`config.mk`:
```
export PLATFORM = sky130hd
export DESIGN_NAME = pas_top
export DESIGN_NICKNAME = d
export VERILOG_FILES = /design/src/pas_pkg.sv /design/src/pas_sync.sv /design/src/pas_pin_level.sv /design/src/pas_top.sv
export VERILOG_INCLUDE_DIRS = /design/src
export SDC_FILE = /design/constraint.sdc
export NUM_CORES = 1
export LEC_CHECK = 0
export BUFFER_PORTS_ARGS = -buffer_cell sky130_fd_sc_hd__buf_4
export CORE_ASPECT_RATIO = 0.7
export CORE_MARGIN = 2
export CORE_UTILIZATION = 44
export DETAILED_ROUTE_END_ITERATION = 8
export GPL_ROUTABILITY_DRIVEN = 0
export PLACE_DENSITY_LB_ADDON = 0.3
export SETUP_SLACK_MARGIN = 0.2
export SLEW_MARGIN = 20
export SYNTH_ARGS = -nofsm -noshare
export SYNTH_HDL_FRONTEND = slang
export SYNTH_SLANG_ARGS = --single-unit
```
`constraint.sdc`:
```
create_clock -name CLK_IN -period 1.8 [get_ports CLK_IN]
set_input_delay 0.09 -clock CLK_IN [delete_from_list [all_inputs] [get_ports CLK_IN]]
set_output_delay 0.09 -clock CLK_IN [all_outputs]
set_load 0.01 [all_outputs]
```
`src/pas_params.svh`:
```
// Offsets, field positions, reset values and timing counts of the PWM auto-shutdown block
// How it works
// - Shutdown control bit 7 reads the flag, which can read zero while outputs stay held until the next period start.
// - Bits 6-4 pick the sources: comparators, fault pin, or combinations of them.
// - During shutdown pair A/C goes low (00), high (01) or floats (1x).
// - During shutdown pair B/D goes low (00), high (01) or floats (1x).
// - With auto restart, the flag follows the cause and clears when it goes; a flag forced by software stays set.
// - Without auto restart, the flag stays set until software clears it.
// - After the flag clears, PWM output resumes only at the next period start.
// - Software writes to the flag are ignored while a shutdown cause is active.
// - Comparator sources are levels; the flag cannot clear while one still signals.
// - Software writing one to the flag forces shutdown without any source event.
// - Two low mode bits choose active-low polarity for pair A/C and pair B/D.
// - Software waits one full PWM cycle, shown by the period flag, before enabling pins.
// - Reset makes every pin an input and every register its reset value.
// - Hardware sets the flag whenever an enabled source becomes active.
// - A shutdown event moves the pins to their shutdown levels one clock after the synchronised source or the flag shows it.
// - A flag set at a period start holds shutdown for that whole period.
`ifndef PAS_PARAMS_SVH
`define PAS_PARAMS_SVH

// ==========================================================
// Register offsets (byte addresses)
`define PAS_OFF_SHDN 8'h00
`define PAS_OFF_RESTART 8'h04
`define PAS_OFF_MODE 8'h08
`define PAS_OFF_DIR 8'h0c
`define PAS_OFF_STATUS 8'h10

// ==========================================================
// Field positions
`define PAS_FLAG_BIT 7
`define PAS_SRC_HI 6
`define PAS_SRC_LO 4
`define PAS_AC_HI 3
`define PAS_AC_LO 2
`define PAS_BD_HI 1
`define PAS_BD_LO 0
`define PAS_RESTART_BIT 7
`define PAS_DEAD_HI 6
`define PAS_POL_AC_BIT 0
`define PAS_POL_BD_BIT 1
`define PAS_ST_PERIOD_BIT 0
`define PAS_ST_SRC_BIT 1
`define PAS_ST_HELD_BIT 2
`define PAS_ST_FORCED_BIT 3
`define PAS_ST_COMP1_BIT 4
`define PAS_ST_COMP2_BIT 5
`define PAS_ST_FAULT_BIT 6

// ==========================================================
// Reset values
`define PAS_SHDN_RST 8'h00
`define PAS_RESTART_RST 8'h00
`define PAS_MODE_RST 8'h00
`define PAS_DIR_RST 4'hf

// ==========================================================
// Timing
`define PAS_SYNC_STAGES 2

`endif

```
`src/pas_pkg.sv`:
```
// Types shared by the PWM auto-shutdown block
package pas_pkg;

	// ==========================================================
	// Shutdown source selection codes
	typedef enum logic [2:0] {
		PAS_SRC_NONE = 3'h0,
		PAS_SRC_CMP1 = 3'h1,
		PAS_SRC_CMP2 = 3'h2,
		PAS_SRC_CMP_ANY = 3'h3,
		PAS_SRC_FAULT = 3'h4,
		PAS_SRC_FAULT_CMP1 = 3'h5,
		PAS_SRC_FAULT_CMP2 = 3'h6,
		PAS_SRC_ALL = 3'h7
	} pas_src_t;

	// ==========================================================
	// Synchronised source levels; comp1 and comp2 active high, fault active low
	typedef struct packed {
		logic comp1;
		logic comp2;
		logic fault;
	} pas_src_lvl_t;

	// ==========================================================
	// Whole state of the top module
	typedef struct packed {
		logic ack;
		logic [31:0] rdata;
		logic flag;
		logic forced;
		logic held;
		pas_src_t src_sel;
		logic [1:0] ac_level;
		logic [1:0] bd_level;
		logic restart;
		logic [6:0] deadband;
		logic [7:0] mode;
		logic [3:0] dir;
		logic period_flag;
		logic [3:0] pin;
		logic [3:0] oe;
	} pas_state_t;

endpackage

```
`src/pas_sync.sv`:
```
// Two-stage synchroniser for asynchronous input levels
`timescale 1ns/100ps
`include "pas_params.svh"
module pas_sync
	import pas_pkg::*;
#(
	parameter int WIDTH = 3
) (
	// Clock and reset
	input wire logic clk_in,
	input wire logic rst_b_in,
	// Levels
	input wire logic [WIDTH-1:0] async_in,
	input wire logic [WIDTH-1:0] rst_val_in,
	output logic [WIDTH-1:0] sync_out
);

	logic [WIDTH-1:0] stage1;

	if (WIDTH < 1) begin : g_bad_width
		$error("pas_sync: WIDTH must be at least one");
	end

	// First stage is read by the second stage only
	always_ff @(posedge clk_in or negedge rst_b_in) begin
		if (!rst_b_in) begin
			stage1 <= '0;
			sync_out <= '0;
		end else begin
			stage1 <= async_in ^ rst_val_in;
			sync_out <= stage1 ^ rst_val_in;
		end
	end

endmodule

```
`src/pas_pin_level.sv`:
```
// Next level and enable of one PWM output pin
`timescale 1ns/100ps
`include "pas_params.svh"
module pas_pin_level
	import pas_pkg::*;
(
	// Control
	input wire logic shutdown_in,
	input wire logic [1:0] level_in,
	input wire logic active_low_in,
	input wire logic dir_input_in,
	// Signal
	input wire logic pwm_in,
	output logic pin_out,
	output logic oe_out
);

	always_comb begin
		if (shutdown_in) begin
			pin_out = level_in[0] & ~level_in[1];
			oe_out = ~level_in[1] & ~dir_input_in;
		end else begin
			pin_out = pwm_in ^ active_low_in;
			oe_out = ~dir_input_in;
		end
	end

endmodule

```
`src/pas_top.sv`:
```
// PWM auto-shutdown and auto-restart with a Wishbone register slave
//
// The implementer's own choices: register access over Wishbone and the register offsets.
`timescale 1ns/100ps
`include "pas_params.svh"
module pas_top
	import pas_pkg::*;
#(
	parameter int ADDR_W = 8,
	parameter int PINS = 4
) (
	// Clock and reset
	input wire logic CLK_IN,
	input wire logic RST_B_IN,
	// Wishbone slave
	input wire logic WB_CYC_IN,
	input wire logic WB_STB_IN,
	input wire logic WB_WE_IN,
	input wire logic [ADDR_W-1:0] WB_ADR_IN,
	input wire logic [3:0] WB_SEL_IN,
	input wire logic [31:0] WB_DAT_IN,
	output logic [31:0] WB_DAT_OUT,
	output logic WB_ACK_OUT,
	// PWM generator and period timer, same clock
	input wire logic [PINS-1:0] PWM_IN,
	input wire logic PERIOD_START_IN,
	// Asynchronous shutdown sources
	input wire logic COMP1_IN,
	input wire logic COMP2_IN,
	input wire logic FAULT_B_IN,
	// Output pins A, B, C, D
	output logic [PINS-1:0] PWM_PIN_OUT,
	output logic [PINS-1:0] PWM_OE_OUT,
	// Status
	output logic SHUTDOWN_OUT
);

	// ==========================================================
	// Declarations
	pas_state_t s;
	pas_state_t next_s;
	pas_src_lvl_t src_lvl;
	logic src_active;
	logic req;
	logic wr_go;
	logic wr_lane0;
	logic hit_shdn;
	logic hit_restart;
	logic hit_mode;
	logic hit_dir;
	logic hit_status;
	logic shdn_wr;
	logic shutdown_now;
	logic [PINS-1:0] pin_val;
	logic [PINS-1:0] pin_oe;
	logic [7:0] wbyte;

	// Refuse sizes the decode and pin pairing cannot serve
	if (ADDR_W < 8) begin : g_bad_addr_w
		$error("pas_top: ADDR_W must be at least 8");
	end
	if (PINS != 4) begin : g_bad_pins
		$error("pas_top: PINS must be 4");
	end

	// ==========================================================
	// Source synchronisation
	pas_sync #(
		.WIDTH(3)
	) u_sync (
		.clk_in(CLK_IN),
		.rst_b_in(RST_B_IN),
		.async_in({COMP1_IN, COMP2_IN, FAULT_B_IN}),
		.rst_val_in(3'h1),
		.sync_out({src_lvl.comp1, src_lvl.comp2, src_lvl.fault})
	);

	// ==========================================================
	// Source selection
	function automatic logic select_src(input pas_src_t sel, input logic c1, input logic c2,
		input logic flt);
		logic r;
		r = 1'b0;
		unique case (sel)
			PAS_SRC_NONE: r = 1'b0;
			PAS_SRC_CMP1: r = c1;
			PAS_SRC_CMP2: r = c2;
			PAS_SRC_CMP_ANY: r = c1 | c2;
			PAS_SRC_FAULT: r = flt;
			PAS_SRC_FAULT_CMP1: r = flt | c1;
			PAS_SRC_FAULT_CMP2: r = flt | c2;
			PAS_SRC_ALL: r = flt | c1 | c2;
		endcase
		return r;
	endfunction

	// Fault pin is active low
	always_comb begin
		src_active = select_src(s.src_sel, src_lvl.comp1, src_lvl.comp2,
			~src_lvl.fault);
	end

	// ==========================================================
	// Bus decode
	always_comb begin
		req = WB_CYC_IN & WB_STB_IN & ~s.ack;
		wr_go = WB_CYC_IN & WB_STB_IN & WB_WE_IN & s.ack;
		wr_lane0 = wr_go & WB_SEL_IN[0];
		wbyte = WB_DAT_IN[7:0];
		hit_shdn = WB_ADR_IN == ADDR_W'(`PAS_OFF_SHDN);
		hit_restart = WB_ADR_IN == ADDR_W'(`PAS_OFF_RESTART);
		hit_mode = WB_ADR_IN == ADDR_W'(`PAS_OFF_MODE);
		hit_dir = WB_ADR_IN == ADDR_W'(`PAS_OFF_DIR);
		hit_status = WB_ADR_IN == ADDR_W'(`PAS_OFF_STATUS);
		shdn_wr = wr_lane0 & hit_shdn;
	end

	// ==========================================================
	// Pin level per pin; even pins form pair A/C, odd pins pair B/D
	always_comb begin
		shutdown_now = s.held | s.flag | src_active;
	end

	genvar gi;
	generate
		for (gi = 0; gi < PINS; gi++) begin : g_pin
			pas_pin_level u_pin (
				.shutdown_in(shutdown_now),
				.level_in((gi % 2 == 0) ? s.ac_level : s.bd_level),
				.active_low_in((gi % 2 == 0) ? s.mode[`PAS_POL_AC_BIT] : s.mode[`PAS_POL_BD_BIT]),
				.dir_input_in(s.dir[gi]),
				.pwm_in(PWM_IN[gi]),
				.pin_out(pin_val[gi]),
				.oe_out(pin_oe[gi])
			);
		end
	endgenerate

	// ==========================================================
	// Next state
	always_comb begin
		next_s = s;

		// Acknowledge one cycle after the request, drop it the cycle after
		next_s.ack = req;

		// Read data captured when the request is taken
		if (req) begin
			next_s.rdata = 32'h0;
			if (hit_shdn) begin
				next_s.rdata[`PAS_FLAG_BIT] = s.flag;
				next_s.rdata[`PAS_SRC_HI:`PAS_SRC_LO] = s.src_sel;
				next_s.rdata[`PAS_AC_HI:`PAS_AC_LO] = s.ac_level;
				next_s.rdata[`PAS_BD_HI:`PAS_BD_LO] = s.bd_level;
			end else if (hit_restart) begin
				next_s.rdata[`PAS_RESTART_BIT] = s.restart;
				next_s.rdata[`PAS_DEAD_HI:0] = s.deadband;
			end else if (hit_mode) begin
				next_s.rdata[7:0] = s.mode;
			end else if (hit_dir) begin
				next_s.rdata[3:0] = s.dir;
			end else if (hit_status) begin
				next_s.rdata[`PAS_ST_PERIOD_BIT] = s.period_flag;
				next_s.rdata[`PAS_ST_SRC_BIT] = src_active;
				next_s.rdata[`PAS_ST_HELD_BIT] = s.held;
				next_s.rdata[`PAS_ST_FORCED_BIT] = s.forced;
				next_s.rdata[`PAS_ST_COMP1_BIT] = src_lvl.comp1;
				next_s.rdata[`PAS_ST_COMP2_BIT] = src_lvl.comp2;
				next_s.rdata[`PAS_ST_FAULT_BIT] = src_lvl.fault;
			end
		end

		// Configuration writes
		if (shdn_wr) begin
			next_s.src_sel = pas_src_t'(wbyte[`PAS_SRC_HI:`PAS_SRC_LO]);
			next_s.ac_level = wbyte[`PAS_AC_HI:`PAS_AC_LO];
			next_s.bd_level = wbyte[`PAS_BD_HI:`PAS_BD_LO];
		end
		if (wr_lane0 && hit_restart) begin
			next_s.restart = wbyte[`PAS_RESTART_BIT];
			next_s.deadband = wbyte[`PAS_DEAD_HI:0];
		end
		if (wr_lane0 && hit_mode) begin
			next_s.mode = wbyte;
		end
		if (wr_lane0 && hit_dir) begin
			next_s.dir = wbyte[3:0];
		end

		// Automatic restart once the cause is gone, unless software forced it
		if (s.restart && !src_active && !s.forced) begin
			next_s.flag = 1'b0;
		end

		// Software write to the flag only while no cause is active
		if (shdn_wr && !src_active) begin
			next_s.flag = wbyte[`PAS_FLAG_BIT];
			next_s.forced = wbyte[`PAS_FLAG_BIT];
		end

		// An active cause sets the flag and holds it; set wins over any clear
		if (src_active) begin
			next_s.flag = 1'b1;
		end

		// Outputs leave shutdown only at a period start with the flag clear
		if (s.flag || src_active) begin
			next_s.held = 1'b1;
		end else if (PERIOD_START_IN) begin
			next_s.held = 1'b0;
		end

		// Period flag: set on each period start, write one to clear; set wins
		if (wr_lane0 && hit_status && wbyte[`PAS_ST_PERIOD_BIT]) begin
			next_s.period_flag = 1'b0;
		end
		if (PERIOD_START_IN) begin
			next_s.period_flag = 1'b1;
		end

		// Registered pins
		next_s.pin = pin_val;
		next_s.oe = pin_oe;
	end

	// ==========================================================
	// State register
	always_ff @(posedge CLK_IN or negedge RST_B_IN) begin
		if (!RST_B_IN) begin
			s.ack <= 1'b0;
			s.rdata <= 32'h0;
			s.flag <= 1'(`PAS_SHDN_RST >> `PAS_FLAG_BIT);
			s.forced <= 1'b0;
			s.held <= 1'b0;
			s.src_sel <= pas_src_t'(3'(`PAS_SHDN_RST >> `PAS_SRC_LO));
			s.ac_level <= 2'(`PAS_SHDN_RST >> `PAS_AC_LO);
			s.bd_level <= 2'(`PAS_SHDN_RST >> `PAS_BD_LO);
			s.restart <= 1'(`PAS_RESTART_RST >> `PAS_RESTART_BIT);
			s.deadband <= 7'(`PAS_RESTART_RST);
			s.mode <= `PAS_MODE_RST;
			s.dir <= `PAS_DIR_RST;
			s.period_flag <= 1'b0;
			s.pin <= 4'h0;
			s.oe <= 4'h0;
		end else begin
			s <= next_s;
		end
	end

	// ==========================================================
	// Outputs
	always_comb begin
		WB_ACK_OUT = s.ack;
		WB_DAT_OUT = s.rdata;
		PWM_PIN_OUT = s.pin;
		PWM_OE_OUT = s.oe;
		SHUTDOWN_OUT = s.held;
	end

endmodule

```
# ---- Word level (Yosys, flattened, before mapping)
# Cells that the tools add are included.
dict set report totals {
  inputBits 57
  wordCells 99
  register_bits 54
  output_inout_bits 42
}
dict set report op_classes {
  reduce_logical 16
  n_eq_ne 11
  bitwise_logic 32
  n_mux 23
}
# op count
set ops {}
lappend ops {{$eq 8x4->1 const B} 2}
lappend ops {{$mux 8} 2}
lappend ops {{$mux 1} 15}
lappend ops {{$mux 7} 2}
lappend ops {{$and 1x1->1} 12}
lappend ops {{$eq 3x3->1 const B} 4}
lappend ops {{$not 1->1} 10}
lappend ops {{$eq 8x3->1 const B} 1}
lappend ops {{$eq 8x5->1 const B} 1}
lappend ops {{$logic_and 1x1->1} 8}
lappend ops {{$logic_not 8->1} 1}
lappend ops {{$pmux 1 s8} 1}
lappend ops {{$eq 3x2->1 const B} 2}
lappend ops {{$or 1x1->1} 6}
lappend ops {{$mux 4} 1}
lappend ops {{$reduce_bool 2->1} 2}
lappend ops {{$xor 1x1->1} 4}
lappend ops {{$eq 3x1->1 const B} 1}
lappend ops {{$logic_not 3->1} 1}
lappend ops {{$mux 3} 1}
lappend ops {{$reduce_bool 3->1} 1}
lappend ops {{$logic_not 1->1} 2}
lappend ops {{$mux 2} 1}
lappend ops {{$logic_or 1x1->1} 1}

# ---- Longest topological paths before layout
dict set report logic_depth {
  ltp_word 10
  mapped_depth 5
  mapped_depth_nobuf 4
}

# ---- Cells and area by module
# A second synthesis with hierarchy kept.
dict set report unflattened {
  hier_cells 238
  area_unflattened_um2 2718.9
}
# mod instances cells_per_inst seq_area_each_um2 area_each_um2
set modules_own_cells {}
lappend modules_own_cells {pas_top 1 210 1206.2 2421.1}
lappend modules_own_cells {pas_sync 1 12 150.1 202.7}
lappend modules_own_cells {pas_pin_level 4 4 0.0 23.8}

# ---- Worst setup path after synthesis
# Ideal clock, no wire load.
dict set report synth_path {
  path_type {input-to-reg}
  from {input WB_ADR_IN[7]}
  to {register s[21] (netlist bit)}
  stages 4
  path_slack_ns 0.084
  setup_time_ns 0.125
  t_arrival_ns 1.592
  path_buffers 0
  t_required_ns 1.675
  cell_sequence {or4_4 > nor4_4 > nand3_2 > mux2_2}
}
dict set report synth_between {
  elab_chain_len 2
}
# item line_no
set synth_rtl {}
lappend synth_rtl {{start, declared} pas_top.sv:19} ;# input wire logic [ADDR_W-1:0] WB_ADR_IN,
lappend synth_rtl {{$eq 8x3->1} pas_top.sv:111} ;# hit_restart = WB_ADR_IN == ADDR_W'(`PAS_OFF_RESTART);
lappend synth_rtl {{$logic_and 1x1->1} pas_top.sv:179} ;# if (wr_lane0 && hit_restart) begin
lappend synth_rtl {{end signal, assigned} pas_top.sv:246} ;# s <= next_s;
lappend synth_rtl {{end, declared} pas_top.sv:40} ;# pas_state_t s;
# No other way between the ends.
# A chain may end at the register's enable or synchronous reset.

# ---- Final worst setup path
dict set report layout_path {
  from {input WB_ADR_IN[7]}
  to {register s[34] (netlist bit)}
}
dict set report layout_between {
  elab_chain_len 2
}
# item line_no
set layout_rtl {}
lappend layout_rtl {{$logic_not 8->1} pas_top.sv:110} ;# hit_shdn = WB_ADR_IN == ADDR_W'(`PAS_OFF_SHDN);
lappend layout_rtl {{$and 1x1->1} pas_top.sv:115} ;# shdn_wr = wr_lane0 & hit_shdn;
# No other way between the ends.

==> insert_results.sql <==
INSERT INTO impl_metrics (metric_group, metric, value, unit) VALUES
('finish', 'num_antenna_cells', '0', ''),
('global_routing', 'grt-busiest-layer', 'met1', ''),
('setup_path', 'crit_path_end', 's[34]', ''),
('outcome', 'outcome', 'completed', ''),
('setup_path', 'timing.setup.critical_path_class', 'in -> reg', ''),
('global_routing', 'grt_util_met3', '0.04536', ''),
('finish', 'most_frequent_cells_in_the_layout', 'buf_4, dfrtp_1, mux2_2', ''),
('run', 'cap_viol_max_count', '0', ''),
('clocking', 'cts_htree_levels', '2', ''),
('clocking', 'number_of_buffers_created_by_cts', '5', ''),
('setup_path', 'endpoint_type_of_the_worst_setup_path', 'flop', ''),
('drt', 'vias', '1771', ''),
('clocking', 'clock_tree_from_tritoncts', 'done', ''),
('floorplan', 'die_y', '69.19', 'um'),
('clocking', 'worst_skew_pair.late_latency', '0.31', 'ns'),
('power_and_ir_drop', 'intPower', '1.763', 'mW'),
('floorplan', 'floorplan.die.width', '97.13', 'um'),
('setup_path', 'cpMostUsedCell', 'buf_4', ''),
('timing', 'final_hold_viol_count', '0', ''),
('clocking', 'clock_tree.root_cell', 'clkbuf_8', ''),
('power_and_ir_drop', 'power.sequential.fraction', '0.540', ''),
('logic_synthesis', 'ys_seq_elements', '54', ''),
('drt', 'drt-total-wl', '5271', 'um'),
('finish', 'layout.core_utilization', '0.5421', ''),
('logic_synthesis', 'synth-adder-area-share', '0', ''),
('drt', 'ant_nets', '0', ''),
('power_and_ir_drop', 'power.share.combinational', '0.087', ''),
('timing', 'timing_max_transition_violations_final', '0', ''),
('global_routing', 'wire_length_of_the_first_global_routing_pass', '8611', 'um'),
('logic_synthesis', 'synthesis.area', '2671', 'um^2'),
('clocking', 'clkSinkCount', '54', ''),
('drt', 'drt-initial-drc-count', '188', ''),
('timing', 'grt_setup_unrepaired', 'true', ''),
('floorplan', 'io_pins', '99', ''),
('logic_synthesis', 'dominant_combinational_cell_family_by_area_after_synthesis', 'multiplexers', ''),
('timing', 'final_min_period_over_clock_period', '0.8566', ''),
('timing', 'final.min_clock_period', '1.542', 'ns'),
('logic_synthesis', 'ys_async_sr_fraction', '1.000', ''),
('finish', 'layout_commonest_cell', 'buf_4', ''),
('timing', 'final-setup-viol-count', '0', ''),
('logic_synthesis', 'yosys.cell_types.count', '38', ''),
('logic_synthesis', 'postSynthCellCount', '226', ''),
('drt', 'detailedRoute.firstPassIterationCount', '4', ''),
('global_routing', 'grt_start_max_net_pins', '55', ''),
('setup_path', 'rrSetupSlack', '0.26', 'ns'),
('finish', 'layout.area.seq', '1356', 'um^2'),
('finish', 'synthToLayoutAreaGrowth', '17.38', '%'),
('setup_path', 'critPathLaunchType', 'primary input', ''),
('logic_synthesis', 'synth_xor_xnor_area_share', '0.01311', ''),
('logic_synthesis', 'synthMuxAreaShare', '0.1518', ''),
('setup_path', 'crit-reg2reg-capture', 'PWM_OE_OUT[2]', ''),
('floorplan', 'row_count', '23', ''),
('logic_synthesis', 'synth_edf_count', '0', ''),
('logic_synthesis', 'synth.largest_area_cell', 'dfrtp_1', ''),
('logic_synthesis', 'yosys.area_share.simple', '0.1049', ''),
('setup_path', 'timing.critical_path.from', 'WB_ADR_IN[7]', ''),
('worst_hold_path', 'worst_hold_startpoint', 'WB_DAT_IN[4]', ''),
('logic_synthesis', 'synth.top_cell.area_share', '0.4684', ''),
('setup_path', 'slowest_delay', '0.56', 'ns'),
('clocking', 'cts_max_path_buffers', '2', ''),
('power_and_ir_drop', 'swShare', '0.2287', ''),
('setup_path', 'cp_data_required_time', '2.00', 'ns'),
('setup_path', 'slowest_stage', 'or4_4', ''),
('logic_synthesis', 'synth-compound-area-share', '0.09321', ''),
('clocking', 'path_clk_slew', '0.09', 'ns'),
('logic_synthesis', 'ys.flop_type', 'dfrtp_1', ''),
('finish', 'filler_cell_count', '532', ''),
('drt', 'route.detailed.wl_per_inst', '15.19', 'um'),
('floorplan', 'initial_core_util', '0.4618', ''),
('finish', 'drive_above_1_share', '0.3860', ''),
('timing', 'tns', '0', 'ns');
==> cell usage after synthesis (all sizes together) (3+ instances only) <==
master and n:
dfrtp 50, buf 42, mux2 28, nand2 12
mux2i 9, o21ai 9, a21oi 7, a221oi 7
nand2b 6, inv 5, nand3b 5, clkbuf 4
dfstp 4, nand3 4, xnor2 4, nor2 3
o311a 3, or3 3
==> timing repair <==
action	CTS	global route
hold buffers	5	0
setup endpoints to repair	1	14
hold endpoints to repair	55	0
setup buffers	0	1
resized for setup	1	4
==> worst min-delay path by stage <==
stage	depth (start not counted)	endpoint
floorplan	0	PWM_OE_OUT[0]
global placement	1	WB_DAT_OUT[5]
detailed placement	1	WB_DAT_OUT[6]
CTS	2	s[25]
global route	2	s[33]
finish	2	s[25]
==> registers in the layout, indices dropped and copies added (netlist names) <==
register         cells
PWM_OE_OUT           4
PWM_PIN_OUT          4
SHUTDOWN_OUT         1
WB_ACK_OUT           1
WB_DAT_OUT           8
s                   30
u_sync.stage1        3
u_sync.sync_out      3
==> routing by layer <==
layer / routed length [um] / part of all wire
met1: 2659 / 0.50
met2: 2159 / 0.41
met3: 388 / 0.074
met4: 65 / 0.012
met5: 0 / 0
==> critical path: cells and delay by family <==
family	cells	cell delay, ns
buffers and inverters	3	0.43
muxes	1	0.30
and+or+nand+nor	3	0.93
==> power groups by stage <==
stage,Sequential (mW),Clock (mW),Combinational [mW]
floorplan,1.26,0,0.123
global placement,1.26,0,0.187
detailed placement,1.26,0,0.190
CTS,1.23,0.858,0.199
global route,1.24,0.919,0.222
finish,1.23,0.853,0.199
==> cells by family after synthesis <==
kind of cell,count (synthesis)
XOR/XNOR,4
AND/OR/NAND/NOR,44
buffers and inverters,51
AO/OA/AOI/OAI,35
multiplexers,37
other,1
flip-flops,54
==> area by class of cell <==
| type | instances | share of cell area |
|---|---|---|
| clock buffers | 7 | 0.02753 |
| clock inverters | 1 | 0.009577 |
| inverters | 5 | 0.005986 |
| multi-input cells | 144 | 0.3444 |
| flip-flops and latches | 54 | 0.4326 |
| well taps | 75 | 0.02993 |
| repair buffers | 61 | 0.1500 |
==> per-stage QoR <==
stage,instances,hold WS (ns),worst slack (ns)
6_report,347,0.02761,0.2580
5_1_grt,347,0.01999,0.1869
4_1_cts,346,0.02369,0.2291
3_5_place_dp,333,0.1754,-0.09244
3_3_place_gp,333,0.1710,-0.1015
2_1_floorplan,249,-0.2056,0.08445
Power figures use the tool's default switching activity.
